File: src/core/tpp_pkg.sv
// Shared constants and types for the 8-bit phase-correct PWM timer core
`default_nettype none
package tpp_pkg;
	// Register indices on the plain register port
	localparam logic [2:0] REG_CTRL_A  = 3'h0;
	localparam logic [2:0] REG_CTRL_B  = 3'h1;
	localparam logic [2:0] REG_COUNT   = 3'h2;
	localparam logic [2:0] REG_CMP_A   = 3'h3;
	localparam logic [2:0] REG_CMP_B   = 3'h4;
	localparam logic [2:0] REG_FLAGS   = 3'h5;
	// Field positions
	localparam int ACT_A_LSB   = 6;
	localparam int ACT_B_LSB   = 4;
	localparam int MODE_LO_LSB = 0;
	localparam int MODE_HI_POS = 3;
	localparam int FLAG_OVF    = 0;
	localparam int FLAG_MA     = 1;
	localparam int FLAG_MB     = 2;
	// Values after reset
	localparam logic [7:0] RST_BYTE = 8'h00;
	localparam logic [1:0] RST_ACT  = 2'h0;
	// Count landmarks
	localparam logic [7:0] TOP_MAX = 8'hFF;
	localparam logic [7:0] BOTTOM  = 8'h00;
	localparam logic [7:0] ONE     = 8'h01;

	typedef enum logic [2:0] {
		MODE_NORMAL = 3'b000,
		MODE_PC_FF  = 3'b001,
		MODE_CLRMT  = 3'b010,
		MODE_FAST_FF = 3'b011,
		MODE_RSV4   = 3'b100,
		MODE_PC_A   = 3'b101,
		MODE_RSV6   = 3'b110,
		MODE_FAST_A = 3'b111
	} tpp_mode_t;

	typedef enum logic [1:0] {
		ACT_OFF    = 2'b00,
		ACT_TOGGLE = 2'b01,
		ACT_CLEAR  = 2'b10,
		ACT_SET    = 2'b11
	} tpp_act_t;
endpackage
`default_nettype wire

File: src/core/tpp_timer.sv
// Timer core: counter, compare buffering, flags and register port
//
// Local design decisions: the address map and the plain strobed port.
`default_nettype none
module tpp_timer #(
	parameter int ADDR_W = 3
) (
	input  wire logic              clk,
	input  wire logic              reset_n,
	input  wire logic              timerTick,
	input  wire logic [ADDR_W-1:0] regAddr,
	input  wire logic [7:0]        regWdata,
	input  wire logic              regWrite,
	input  wire logic              regRead,
	output logic      [7:0]        regRdata,
	input  wire logic              portDirA,
	input  wire logic              portDirB,
	output logic                   waveOutA,
	output logic                   waveOutB,
	output logic                   overrideA,
	output logic                   overrideB,
	output logic                   pinOeA,
	output logic                   pinOeB,
	output logic                   overflowFlag,
	output logic                   matchAFlag,
	output logic                   matchBFlag
);
	import tpp_pkg::*;

	if (ADDR_W < 3) begin : gAddrCheck
		$error("ADDR_W too small for the register map");
	end

	logic [7:0] ctrlA_reg;
	logic       modeHi_reg;
	logic [7:0] count_reg;
	logic [7:0] count_next;
	logic       countDown_reg;
	logic       countDown_next;
	logic       block_reg;
	logic [7:0] cmpABuf_reg;
	logic [7:0] cmpBBuf_reg;
	logic [7:0] cmpAAct_reg;
	logic [7:0] cmpBAct_reg;
	logic [2:0] flags_reg;
	logic [2:0] flags_next;
	logic [7:0] rdata_reg;
	logic       oeA_reg;
	logic       oeB_reg;

	// Register decode
	logic       selLow;
	logic       wrCtrlA;
	logic       wrCtrlB;
	logic       wrCount;
	logic       wrCmpA;
	logic       wrCmpB;
	logic       wrFlags;
	logic [7:0] rdNext;

	assign selLow  = (regAddr >> 3) == '0;
	assign wrCtrlA = regWrite && selLow && regAddr[2:0] == REG_CTRL_A;
	assign wrCtrlB = regWrite && selLow && regAddr[2:0] == REG_CTRL_B;
	assign wrCount = regWrite && selLow && regAddr[2:0] == REG_COUNT;
	assign wrCmpA  = regWrite && selLow && regAddr[2:0] == REG_CMP_A;
	assign wrCmpB  = regWrite && selLow && regAddr[2:0] == REG_CMP_B;
	assign wrFlags = regWrite && selLow && regAddr[2:0] == REG_FLAGS;

	// Unmapped indices and reserved bits read as zero
	assign rdNext =
		!(regRead && selLow)          ? RST_BYTE :
		regAddr[2:0] == REG_CTRL_A    ? {ctrlA_reg[7:4], 2'b00,
		                                 ctrlA_reg[1:0]} :
		regAddr[2:0] == REG_CTRL_B    ? {4'h0, modeHi_reg, 3'h0} :
		regAddr[2:0] == REG_COUNT     ? count_reg :
		regAddr[2:0] == REG_CMP_A     ? cmpABuf_reg :
		regAddr[2:0] == REG_CMP_B     ? cmpBBuf_reg :
		regAddr[2:0] == REG_FLAGS     ? {5'h00, flags_reg} :
		RST_BYTE;

	// Mode decode
	tpp_mode_t  mode;
	logic       phaseMode;
	logic       fastMode;
	logic       clrMtMode;
	logic       normalMode;
	logic       nonPwm;
	logic [7:0] topValue;
	logic       tick;
	logic       atTop;
	logic       atBottom;
	logic       ovfEvt;
	logic [1:0] matchHit;

	assign mode = tpp_mode_t'({modeHi_reg, ctrlA_reg[1:0]});
	assign phaseMode  = mode == MODE_PC_FF || mode == MODE_PC_A;
	assign fastMode   = mode == MODE_FAST_FF || mode == MODE_FAST_A;
	assign clrMtMode  = mode == MODE_CLRMT;
	assign normalMode = mode == MODE_NORMAL;
	assign nonPwm     = clrMtMode || normalMode;
	assign topValue   = (modeHi_reg || clrMtMode) ? cmpAAct_reg
		: TOP_MAX;
	// Tick is an enable on clk, never a clock
	assign tick = timerTick && !wrCount;
	assign atTop = phaseMode && !countDown_reg
		&& count_reg >= topValue && topValue != BOTTOM;
	assign atBottom = fastMode && count_reg == topValue;
	assign ovfEvt = tick && (phaseMode ? (countDown_reg && count_reg == ONE)
		: fastMode ? count_reg == topValue
		: nonPwm && count_reg == TOP_MAX);

	// Counter sequencing; period with TOP 0xFF is 2*255 = 510 ticks
	always_comb begin
		count_next     = count_reg;
		countDown_next = countDown_reg;
		if (wrCount) begin
			count_next = regWdata;
		end else if (tick) begin
			if (phaseMode) begin
				if (atTop) begin
					countDown_next = 1'b1;
					count_next     = topValue - ONE;
				end else if (countDown_reg) begin
					if (count_reg == BOTTOM) begin
						countDown_next = 1'b0;
						count_next     = (topValue == BOTTOM) ? BOTTOM
							: ONE;
					end else begin
						count_next = count_reg - ONE;
					end
				end else begin
					count_next = count_reg + ONE;
				end
			end else if (fastMode || clrMtMode) begin
				countDown_next = 1'b0;
				count_next = (count_reg == topValue) ? BOTTOM
					: count_reg + ONE;
			end else if (normalMode) begin
				countDown_next = 1'b0;
				count_next = count_reg + ONE;
			end
		end
	end

	// Hardware set wins over a write-one clear in the same cycle
	assign flags_next = (flags_reg & ~(wrFlags ? regWdata[2:0] : 3'h0))
		| {matchHit[1], matchHit[0] && !clrMtMode, ovfEvt}
		| {1'b0, matchHit[0] && clrMtMode, 1'b0};

	always_ff @(posedge clk or negedge reset_n) begin
		if (!reset_n) begin
			ctrlA_reg     <= RST_BYTE;
			modeHi_reg    <= 1'b0;
			count_reg     <= RST_BYTE;
			countDown_reg <= 1'b0;
			block_reg     <= 1'b0;
			flags_reg     <= 3'h0;
			rdata_reg     <= RST_BYTE;
			oeA_reg       <= 1'b0;
			oeB_reg       <= 1'b0;
		end else begin
			if (wrCtrlA)
				ctrlA_reg <= regWdata;
			if (wrCtrlB)
				modeHi_reg <= regWdata[MODE_HI_POS];
			count_reg     <= count_next;
			countDown_reg <= countDown_next;
			// A count write suppresses the match on the next tick
			if (wrCount)
				block_reg <= 1'b1;
			else if (timerTick)
				block_reg <= 1'b0;
			flags_reg <= flags_next;
			rdata_reg <= rdNext;
			oeA_reg   <= overrideA && portDirA;
			oeB_reg   <= overrideB && portDirB;
		end
	end

	// Compare double buffering
	always_ff @(posedge clk or negedge reset_n) begin
		if (!reset_n) begin
			cmpABuf_reg <= RST_BYTE;
			cmpBBuf_reg <= RST_BYTE;
			cmpAAct_reg <= RST_BYTE;
			cmpBAct_reg <= RST_BYTE;
		end else begin
			if (wrCmpA)
				cmpABuf_reg <= regWdata;
			if (wrCmpB)
				cmpBBuf_reg <= regWdata;
			if (nonPwm || (tick && (atTop || atBottom))) begin
				cmpAAct_reg <= cmpABuf_reg;
				cmpBAct_reg <= cmpBBuf_reg;
			end
		end
	end

	// Two channels; only channel A offers the toggle option in PWM modes
	logic [1:0] chanAct [2];
	logic [7:0] chanCmp [2];
	logic [7:0] chanNext [2];
	logic [1:0] chanWave;
	logic [1:0] chanConn;

	assign chanAct[0]  = ctrlA_reg[ACT_A_LSB +: 2];
	assign chanAct[1]  = ctrlA_reg[ACT_B_LSB +: 2];
	assign chanCmp[0]  = cmpAAct_reg;
	assign chanCmp[1]  = cmpBAct_reg;
	assign chanNext[0] = cmpABuf_reg;
	assign chanNext[1] = cmpBBuf_reg;

	for (genvar g = 0; g < 2; g++) begin : gChan
		tpp_cmp_chan #(
			.HAS_TOGGLE (g == 0)
		) uChan (
			.clk        (clk),
			.reset_n    (reset_n),
			.tick       (tick),
			.phaseMode  (phaseMode),
			.fastMode   (fastMode),
			.modeHiBit  (modeHi_reg),
			.blockMatch (block_reg),
			.countDown  (countDown_reg),
			.atTop      (atTop),
			.atBottom   (atBottom),
			.action     (chanAct[g]),
			.count      (count_reg),
			.cmpActive  (chanCmp[g]),
			.cmpNext    (chanNext[g]),
			.topValue   (topValue),
			.waveOut    (chanWave[g]),
			.connected  (chanConn[g]),
			.matchHit   (matchHit[g])
		);
	end

	assign regRdata     = rdata_reg;
	assign waveOutA     = chanWave[0];
	assign waveOutB     = chanWave[1];
	assign overrideA    = chanConn[0];
	assign overrideB    = chanConn[1];
	assign pinOeA       = oeA_reg;
	assign pinOeB       = oeB_reg;
	assign overflowFlag = flags_reg[FLAG_OVF];
	assign matchAFlag   = flags_reg[FLAG_MA];
	assign matchBFlag   = flags_reg[FLAG_MB];
endmodule
`default_nettype wire

File: src/core/tpp_cmp_chan.sv
// One compare-output channel: match detect and waveform level
`default_nettype none
module tpp_cmp_chan #(
	parameter bit HAS_TOGGLE = 1'b1
) (
	input  wire logic       clk,
	input  wire logic       reset_n,
	input  wire logic       tick,
	input  wire logic       phaseMode,
	input  wire logic       fastMode,
	input  wire logic       modeHiBit,
	input  wire logic       blockMatch,
	input  wire logic       countDown,
	input  wire logic       atTop,
	input  wire logic       atBottom,
	input  wire logic [1:0] action,
	input  wire logic [7:0] count,
	input  wire logic [7:0] cmpActive,
	input  wire logic [7:0] cmpNext,
	input  wire logic [7:0] topValue,
	output logic            waveOut,
	output logic            connected,
	output logic            matchHit
);
	import tpp_pkg::*;

	logic       wave_reg;
	logic       wave_next;
	logic       conn_reg;
	logic [1:0] actHeld_reg;
	logic       pwmMode;
	logic       toggleOk;
	logic       topCase;
	logic       connNext;
	logic       downMatch;
	logic       upHit_reg;
	logic [1:0] topAct;

	assign pwmMode  = phaseMode | fastMode;
	// Plain modes toggle both channels; PWM toggle only on A with hi bit
	assign toggleOk = !pwmMode
		|| (HAS_TOGGLE && modeHiBit);
	assign matchHit = tick && (count == cmpActive) && !blockMatch;
	assign topCase  = action[1] && pwmMode && (cmpActive == topValue);
	assign connNext = (action != ACT_OFF) &&
		!(action == ACT_TOGGLE && !toggleOk);
	// BOTTOM is where the slope turns up, so a match there acts as up
	assign downMatch = countDown && (count != BOTTOM);
	// No up match seen this slope: TOP applies the code now in force
	assign topAct    = upHit_reg ? actHeld_reg : action;

	always_comb begin
		wave_next = wave_reg;
		if (tick && phaseMode && atTop && topAct[1]) begin
			// Level at TOP forced to up-match result, or its inverse when cmpNext equals TOP, keeps symmetry
			if (cmpNext == topValue)
				wave_next = ~topAct[0];
			else
				wave_next = topAct[0];
		end else if (matchHit) begin
			// Raw action used here: a new code acts from this match on
			case (action)
				ACT_TOGGLE: begin
					if (toggleOk)
						wave_next = ~wave_reg;
				end
				ACT_CLEAR, ACT_SET: begin
					if (!topCase) begin
						if (phaseMode)
							wave_next = downMatch ? ~action[0]
								: action[0];
						else
							wave_next = action[0];
					end else if (fastMode) begin
						// Ignored match at TOP: the wrap action still runs
						wave_next = ~action[0];
					end
				end
				default: wave_next = wave_reg;
			endcase
		end else if (tick && fastMode && atBottom && actHeld_reg[1]) begin
			wave_next = ~actHeld_reg[0];
		end
	end

	always_ff @(posedge clk or negedge reset_n) begin
		if (!reset_n) begin
			wave_reg    <= 1'b0;
			conn_reg    <= 1'b0;
			actHeld_reg <= RST_ACT;
			upHit_reg   <= 1'b0;
		end else begin
			wave_reg <= wave_next;
			conn_reg <= connNext;
			if (matchHit)
				actHeld_reg <= action;
			else if (tick && atTop && !upHit_reg)
				actHeld_reg <= action;
			if (tick && atTop)
				upHit_reg <= 1'b0;
			else if (matchHit && !downMatch)
				upHit_reg <= 1'b1;
		end
	end

	assign waveOut   = wave_reg;
	assign connected = conn_reg;
endmodule
`default_nettype wire

File: config.mk
export PLATFORM = sky130hd
export DESIGN_NAME = tpp_timer
export DESIGN_NICKNAME = d
export VERILOG_FILES = /design/src/core/tpp_pkg.sv /design/src/core/tpp_timer.sv /design/src/core/tpp_cmp_chan.sv
export SDC_FILE = /design/constraint.sdc
export NUM_CORES = 1
export LEC_CHECK = 0
export BUFFER_PORTS_ARGS = -buffer_cell sky130_fd_sc_hd__buf_2
export CAP_MARGIN = 40
export CORE_UTILIZATION = 65
export CTS_CLUSTER_DIAMETER = 50
export DETAILED_ROUTE_END_ITERATION = 7
export GPL_ROUTABILITY_DRIVEN = 0
export PLACE_DENSITY = 0.89
export SLEW_MARGIN = 20
export SYNTH_ARGS = -nofsm -noshare
export SYNTH_HDL_FRONTEND = slang
export SYNTH_SLANG_ARGS = --single-unit
export TNS_END_PERCENT = 30
File: constraint.sdc
create_clock -name clk -period 10.3 [get_ports clk]
set_input_delay 1.03 -clock clk [delete_from_list [all_inputs] [get_ports clk]]
set_output_delay 1.03 -clock clk [all_outputs]
set_load 0.02 [all_outputs]
**Word-level counts from Yosys, hierarchy flattened**

Cells that the tools add are included.

- Flip-flop bits (word level): 74
- Input port bits: 18

- Bitwise gates (word level): 14
- Reduce and logical (&&, ||, !) cells: 88
- Magnitude comparators: 1
- $add $sub $neg: 3
- Mux-type cells: 59
- Eq/ne operators: 31

Operators with widths:

| kind | number |
|---|---|
| $mux W8 | 16 |
| $eq A8 B8 Y1 | 7 |
| $logic_and A1 B1 Y1 | 45 |
| $mux W1 | 33 |
| $logic_not A8 Y1 | 2 |
| $ne A4 B4 Y1 const B | 4 |
| $reduce_bool A2 Y1 | 8 |
| $reduce_bool A8 Y1 | 2 |
| $sub A8 B1 Y8 const B | 2 |
| $eq A3 B2 Y1 const B | 4 |
| $eq A3 B3 Y1 const B | 4 |
| $mux W2 | 6 |
| $logic_not A1 Y1 | 11 |
| $ne A5 B5 Y1 const B | 2 |
| $not A1 Y1 | 9 |
| $reduce_bool A3 Y1 | 3 |
| $add A8 B1 Y8 const B | 1 |
| $eq A2 B2 Y1 const B | 4 |
| $eq A8 B1 Y1 const B | 1 |
| $eq A8 B8 Y1 const B | 1 |
| $ge A8 B8 Y1 | 1 |
| $logic_or A1 B1 Y1 | 8 |
| $reduce_and A4 Y1 | 2 |
| $eq A3 B1 Y1 const B | 2 |
| 13 further kinds | 18 |

**Logic depth before layout (Yosys ltp)**

Gate-level depths: netlist (run 1).

- Depth after elaboration: 11
- Depth in mapped cells: 15

**Cells and area by module**

A second synthesis (run 1) with hierarchy kept.

- Cell total of the unflattened synthesis: 531
- Area total of the unflattened synthesis: 5084.9 µm²

Modules (own cells, without submodules):

| module | times used | sequential area each (µm²) | cells each | area each (µm²) |
|---|---|---|---|---|
| tpp_timer | 1 | 1551.5 | 382 | 3793.6 |
| tpp_cmp_chan (gChan[1].uChan) | 1 | 125.1 | 74 | 656.9 |
| tpp_cmp_chan (gChan[0].uChan) | 1 | 125.1 | 75 | 634.4 |

**Worst setup path after synthesis (run 1)**

Ideal clock, no wire load.

- Kind: register -> register
- Start point: register ctrlA_reg[1]
- End point: register cmpAAct_reg[0]
- Library setup time: 0.125 ns
- Path slack: 6.853 ns
- Cell stages (with the launch flop): 15
- Arrival: 3.322 ns
- Period minus slack after synthesis: 3.447 ns
- Data required time: 10.175 ns
- Cell sequence: dfrtp_1 > buf_4 > nor2b_1 > nor2_1 > clkbuf_1 > nor2_1 > ha_1 > a41o_1 > a41o_1 > a221oi_1 > a211oi_4 > nand2_4 > o221ai_4 > buf_12 > mux2_4

- Cells in the longest elaborated chain, start to end: 9
- Elaborated cells on any way between the ends: 21
- Classes of those cells: 1 x order compare; 6 x eq/ne; 1 x mux; 13 x reduce/logical

Ends and longest elaborated chain:

| what | RTL line | text |
|---|---|---|
| start: declaration | tpp_timer.sv:34 | `logic [7:0] ctrlA_reg;` |
| start signal: assignment | tpp_timer.sv:163 | `ctrlA_reg <= regWdata;` |
| $eq A3 B2 Y1 | tpp_timer.sv:98 | `assign clrMtMode = mode == MODE_CLRMT;` |
| $logic_or A1 B1 Y1 | tpp_timer.sv:101 | `assign topValue = (modeHi_reg \|\| clrMtMode) ? cmpAAct_reg` |
| $mux W8 | tpp_timer.sv:101 |  |
| $ge A8 B8 Y1 | tpp_timer.sv:106 | `&& count_reg >= topValue && topValue != BOTTOM;` |
| $logic_and A1 B1 Y1 (2 in a row) | tpp_timer.sv:106 |  |
| $logic_or A1 B1 Y1 | tpp_timer.sv:192 | `if (nonPwm \|\| (tick && (atTop \|\| atBottom))) begin` |
| $logic_and A1 B1 Y1 | tpp_timer.sv:192 |  |
| $logic_or A1 B1 Y1 (*) | tpp_timer.sv:192 |  |
| end signal: assignment | tpp_timer.sv:193 | `cmpAAct_reg <= cmpABuf_reg;` |
| end: declaration | tpp_timer.sv:43 | `logic [7:0] cmpAAct_reg;` |

Mark *: on every way between the ends. The rest lies on a longest branch, timed or not.
A chain may end at the register's enable or synchronous reset.

**Final worst setup path (run 1)**

- Start point: register ctrlA_reg[0]
- End point: register cmpBAct_reg[3]

- Cells in the longest elaborated chain, start to end: 9
- Elaborated cells on any way between the ends: 21
- Classes of those cells: 1 x order compare; 6 x eq/ne; 1 x mux; 13 x reduce/logical

Ends and longest elaborated chain:

| what | RTL line | text |
|---|---|---|
| $eq A3 B2 Y1 | tpp_timer.sv:98 |  |
| $logic_or A1 B1 Y1 | tpp_timer.sv:101 |  |
| $mux W8 | tpp_timer.sv:101 |  |
| $ge A8 B8 Y1 | tpp_timer.sv:106 |  |
| $logic_and A1 B1 Y1 (2 in a row) | tpp_timer.sv:106 |  |
| $logic_or A1 B1 Y1 | tpp_timer.sv:192 |  |
| $logic_and A1 B1 Y1 | tpp_timer.sv:192 |  |
| $logic_or A1 B1 Y1 (*) | tpp_timer.sv:192 |  |
| end signal: assignment | tpp_timer.sv:194 | `cmpBAct_reg <= cmpBBuf_reg;` |
| end: declaration | tpp_timer.sv:44 | `logic [7:0] cmpBAct_reg;` |

Marked as above.

==> flow_summary.json, run 1 <==
{
  "status": "finished clean",
  "num_vias": 4704,
  "via_per_inst": 7.25,
  "drtIter0Drc": 711,
  "vdd_drop_max_uv": 160,
  "crit_path_max_incr_delay_ns": 0.69,
  "ant_nets": 0,
  "post_drt_wl_per_cell_um": 23.2,
  "clkPwrFrac": 0.138,
  "die_w_um": 90.0,
  "p_seq_frac": 0.392,
  "hold_viol_final": 0,
  "combPwrFrac": 0.470,
  "worstPathRequired_ns": 10.55,
  "clock-sinks": 72,
  "p_switching_w": 0.000769,
  "core_um2": 7370,
  "grt_pass1_wl_um": 24100,
  "tightest_slew_ns": 0.797,
  "clock_path_buffers": 2,
  "drtPass1Iterations": 6,
  "numPortBuffers": 34,
  "synth-seq-cells": 72,
  "grt_use_met1": 0.492,
  "cap_violations": 0,
  "power.total_w": 0.00158,
  "synth-main-ff-cell": "dfrtp_1",
  "grt-busiest-layer": "met2",
  "grt_max_degree": 39,
  "crit_slowest_cell": "a211oi_4",
  "fmax_ghz": 0.227,
  "yosys.area.top_type": "dfrtp_1",
  "end_kind": "flip-flop",
  "use_met3": 0.107,
  "grt_pass1_vias": 4563,
  "crit_type": "reg2reg",
  "ys_types": 71,
  "slew_violations": 0,
  "path_cells": "nor2b_1 -> nor2_1 -> nor2_1 -> ha_1 -> and4_1 -> nand3_1 -> or3_4 -> a211oi_4 -> nand2_4 -> o221ai_4 -> mux2_2",
  "nNetsFinal": 574,
  "io_pins": 35,
  "rsz0062_at_grt": "false",
  "crit_buf_inv": 0,
  "total_leakage_power_nw": 2.36,
  "antenna_cells": 0,
  "layout_common_cells": "dfrtp_1 (72), nor2_1 (41), xor2_1 (38)",
  "rows": 31,
  "place_hpwl_um": 10700,
  "power_density_nw_per_um2": 294,
  "use_met2": 0.578,
  "postCtsHoldBufs": 0,
  "cts_tree": "built",
  "cts_buffers": 9,
  "start_kind": "flip-flop",
  "htreeDepth": 3,
  "p_sw_frac": 0.486,
  "start_util": 0.683,
  "max-slew-margin-rel": 0.464,
  "grt_antenna_before_repair": 0,
  "final-setup-viol-count": 0,
  "yosysTopAreaCellShare": 0.358,
  "postCtsSetupBuffers": 0,
  "synthTopCellsByArea": "dfrtp_1 (36%), mux2_2 (7.4%), xor2_1 (6.6%), nor2_1 (3.1%), a21oi_1 (3.0%)",
  "layout_commonest_cell": "dfrtp_1",
  "root_buffer": "clkbuf_8",
  "cts_resized": 0,
  "p_int_w": 0.000813,
  "grt_usage": 0.383,
  "die_h_um": 90.0,
  "path_max_fanout": 16,
  "hp-class": "reg2reg",
  "wl_um": 15000,
  "dp_cells": 632,
  "ys_seq_area_frac": 0.358,
  "finalSetupTns_ns": 0,
  "overflow": 0,
  "clock_skew_ns": 0.0106,
  "dieArea_um2": 8100,
  "cp.arrival_ns": 4.66,
  "syn-cell-area_um2": 5040,
  "min_period_ns": 4.41,
  "synthArstFlopShare": 1.00,
  "drive_gt1_frac": 0.200,
  "synth-edff-count": 0,
  "clk_pin_slew_worst_paths_ns": 0.09,
  "syn_to_final_growth_pct": 6.88,
  "post-route-period-util": 0.428,
  "clk_latency_ns": 0.37,
  "setup_ws_ns": 5.89,
  "crit_family": "simple AND/OR/NAND/NOR gates",
  "yosys_warnings": 0,
  "final_cells": 649,
  "fillers": 499,
  "syn_area_per_cell_um2": 9.45,
  "cp_common_cell": "nor2_1",
  "mappedNetlistNets": 562,
  "dp_slack_ns": 5.61,
  "drc": 0,
  "rrSetupSlack_ns": 5.89,
  "syn_inst": 533
}
==> per-stage QoR <==
step | cell area, µm² | hold slack (ns) | utilization
2_1_floorplan | 5040 | 0.479 | -
3_3_place_gp | 5160 | 0.471 | 0.701
3_5_place_dp | 5190 | 0.483 | 0.704
4_1_cts | 5380 | 0.514 | 0.729
5_1_grt | 5380 | 0.535 | 0.730
6_report | 5380 | 0.509 | 0.730
==> metal layers <==
layer | part of all wire | wire length (µm) | vias up
met1 | 0.36 | 5430 | 2247
met3 | 0.13 | 1950 | 106
met5 | 0 | 0 | -
met2 | 0.45 | 6750 | 389
met4 | 0.059 | 892 | 0
li1 | - | - | 1962
==> layout make-up <==
class / instances / area [µm²] / share of cell area
inverter: 22 / 82.6 / 0.0153
sequential: 72 / 1800 / 0.335
clock inverter: 7 / 62.6 / 0.0116
tap: 99 / 124 / 0.0230
multi-input combinational: 404 / 2990 / 0.555
timing repair buffer: 36 / 200 / 0.0372
clock buffer: 9 / 124 / 0.0230
==> path summary, 6_finish.rpt <==
path / from / to / cells past startpoint
max in group asynchronous: reset_n / gChan[0].uChan.waveOut / 2
min: gChan[0].uChan.connected / pinOeA / 1
max: ctrlA_reg[0] / cmpBAct_reg[3] / 11
min in group asynchronous: reset_n / cmpAAct_reg[1] / 1
min reg2reg: gChan[0].uChan.connected / pinOeA / 1
max reg2reg: ctrlA_reg[0] / cmpBAct_reg[3] / 11
==> power groups by stage <==
stage	Combinational, W	Clock, W	Sequential [W]
2_1_floorplan	0.000661	0	0.000468
3_3_place_gp	0.000677	0	0.000597
3_5_place_dp	0.000712	0	0.000607
4_1_cts	0.000720	0.000219	0.000602
5_1_grt	0.000803	0.000231	0.000626
6_report	0.000744	0.000218	0.000620
==> synth_stat cells (11+ instances only) <==
cell	number
xor2_1	38
o21ai_0	25
inv_1	21
mux2_2	33
mux2i_1	14
clkbuf_1	28
nor4_1	13
o22ai_1	13
a21oi_1	30
nand2_1	35
nor2_1	41
xnor2_1	14
ha_1	11
dfrtp_1	72
==> worst register-to-register path: cells and delay by family, from the launching register on <==
family / cells / cell delay (ns)
multiplexers: 1 / 0.42
flip-flops: 1 / 0.66
adder cells (fa/ha/maj): 1 / 0.35
AND/OR/NAND/NOR: 7 / 1.57
AO/OA/AOI/OAI: 2 / 1.31
==> kinds of logic after synthesis <==
family / synth area share
flops: 0.358
simple gates: 0.157
xor+xnor: 0.0904
fa+ha+maj: 0.0273
buf+inv: 0.0499
mux: 0.136
compound gates: 0.182
No activity file was read; power rests on OpenSTA's default activity.
==> inputs of run 2 (changes only) <==
- CORE_UTILIZATION: 65 -> 61
- PLACE_DENSITY: 0.89 -> 0.84
- clock period: 10.3 -> 4.2 ns (I/O delays scaled with it)
==> flow_summary.json, run 2 (synthesis results as in run 1) <==
{
  "cp.arrival_ns": 3.94,
  "drive_gt1_frac": 0.210,
  "root_buffer": "clkbuf_8",
  "overflow": 0,
  "clock-sinks": 72,
  "rsz0062_at_grt": "false",
  "cts_resized": 0,
  "num_vias": 4584,
  "placed_cell_area_um2": 5250,
  "post-route-period-util": 0.879,
  "drtPass1Iterations": 6,
  "nNetsFinal": 582,
  "die_h_um": 92.9,
  "crit_family": "simple AND/OR/NAND/NOR gates",
  "cap_violations": 0,
  "postCtsHoldBufs": 1,
  "htreeDepth": 3,
  "clock_path_buffers": 2,
  "tightest_slew_ns": 0.822,
  "r2r_cells": 13,
  "drc": 0,
  "finalSetupTns_ns": 0,
  "max-slew-margin-rel": 0.447,
  "grt_antenna_before_repair": 0,
  "final_area_um2": 5510,
  "total_leakage_power_nw": 2.43,
  "cts_tree": "built",
  "ant_nets": 0,
  "clk_pin_slew_worst_paths_ns": 0.08,
  "start_util": 0.642,
  "syn_to_final_growth_pct": 9.49,
  "postCtsSetupBuffers": 0,
  "start_kind": "flip-flop",
  "power_density_nw_per_um2": 739,
  "grt_max_degree": 43,
  "io_pins": 35,
  "antenna_cells": 0,
  "fmax_ghz": 0.271,
  "grt_pass1_vias": 4368,
  "numPortBuffers": 34,
  "clock_skew_ns": 0.0159,
  "grt_pass1_wl_um": 23600,
  "status": "finished clean",
  "layout_commonest_cell": "dfrtp_1",
  "core_um2": 7850,
  "die_w_um": 92.9,
  "worstPathRequired_ns": 4.45,
  "crit_type": "reg2reg",
  "wl_um": 14900,
  "end_kind": "flip-flop",
  "worstHoldEndpoint": "pinOeA",
  "crit_slowest_cell": "nor2_1",
  "clk_latency_ns": 0.37,
  "hold_viol_final": 0,
  "post-route-util": 0.703,
  "cts_buffers": 9,
  "grt_usage": 0.365,
  "dieArea_um2": 8620,
  "hold_start": "portDirA",
  "min_period_ns": 3.69,
  "rr_startpoint": "ctrlA_reg[1]",
  "rows": 32,
  "hp-class": "in2reg",
  "vdd_drop_max_uv": 446,
  "layout_common_cells": "dfrtp_1 (72), nor2_1 (41), xor2_1 (38)",
  "post_drt_wl_per_cell_um": 22.6,
  "crit_path_max_incr_delay_ns": 0.39,
  "final-setup-viol-count": 0,
  "via_per_inst": 6.95,
  "path_max_fanout": 16,
  "drtIter0Drc": 565,
  "whs_path_depth": 2,
  "crit_buf_inv": 2,
  "place_hpwl_um": 10600,
  "rrSetupSlack_ns": 0.51,
  "slew_violations": 0,
  "path_cells": "nor2b_1 -> nor2_1 -> buf_4 -> nor2_1 -> ha_1 -> and4_1 -> nand3_1 -> or3_4 -> a211oi_4 -> nand2_4 -> o221ai_4 -> buf_4 -> mux2_2",
  "timing.rr.end": "cmpBAct_reg[3]"
}
## run 2: cell count changes in the layout (fill, tap and decap cells not counted), sizes merged
cell         change
buf              +7
bufinv           +3
clkinv           +2
clkinvlp         -3
dlygate4sd3      +1
inv              -2
## run 2: worst max-delay path by stage
stage | from | endpoint | cells past startpoint
after floorplan | ctrlA_reg[1] | cmpAAct_reg[0] | 14
after global placement | ctrlA_reg[1] | cmpBAct_reg[4] | 12
after detailed placement | ctrlA_reg[1] | cmpBAct_reg[4] | 12
after CTS | ctrlA_reg[1] | cmpBAct_reg[3] | 12
after global routing | ctrlA_reg[1] | cmpBAct_reg[3] | 13
final | ctrlA_reg[1] | cmpBAct_reg[3] | 13
## run 2: where the power goes
group | total [W] | switching, W | internal, W
clock | 0.000703 | 0.000300 | 0.000403
sequential | 0.00147 | 0.000550 | 0.000916
combinational | 0.00191 | 0.00102 | 0.000889
## run 2: area by class of cell
cell class	instances	area [µm²]
Clock inverter	7	128
Tap cell	102	128
Multi-Input combinational cell	404	2990
Fill cell	602	2330
Clock buffer	9	124
Timing Repair Buffer	44	263
Sequential cell	72	1800
Inverter	22	82.6
## run 2: worst register-to-register path, stage by stage, from the launching register on
cell	delay [ns]
dfrtp_1	0.38
nor2b_1	0.14
nor2_1	0.39
buf_4	0.26
nor2_1	0.10
ha_1	0.33
and4_1	0.22
nand3_1	0.13
or3_4	0.37
a211oi_4	0.27
nand2_4	0.13
o221ai_4	0.18
buf_4	0.31
mux2_2	0.38
## run 2: through the flow
stage	setup slack (ns)	hold slack [ns]	std cells	power (W)
final	0.507	0.254	660	0.00408
after global routing	0.367	0.251	660	0.00429
after CTS	0.312	0.256	659	0.00400
after detailed placement	0.358	0.382	642	0.00328
after global placement	0.487	0.473	641	0.00319
after floorplan	0.753	0.124	533	0.00277
## run 2: layer usage
| metal | share of wire | global-route usage |
|---|---|---|
| met5 | 0 | 0 |
| met4 | 0.047 | 0.150 |
| met3 | 0.11 | 0.101 |
| met2 | 0.45 | 0.555 |
| met1 | 0.39 | 0.490 |
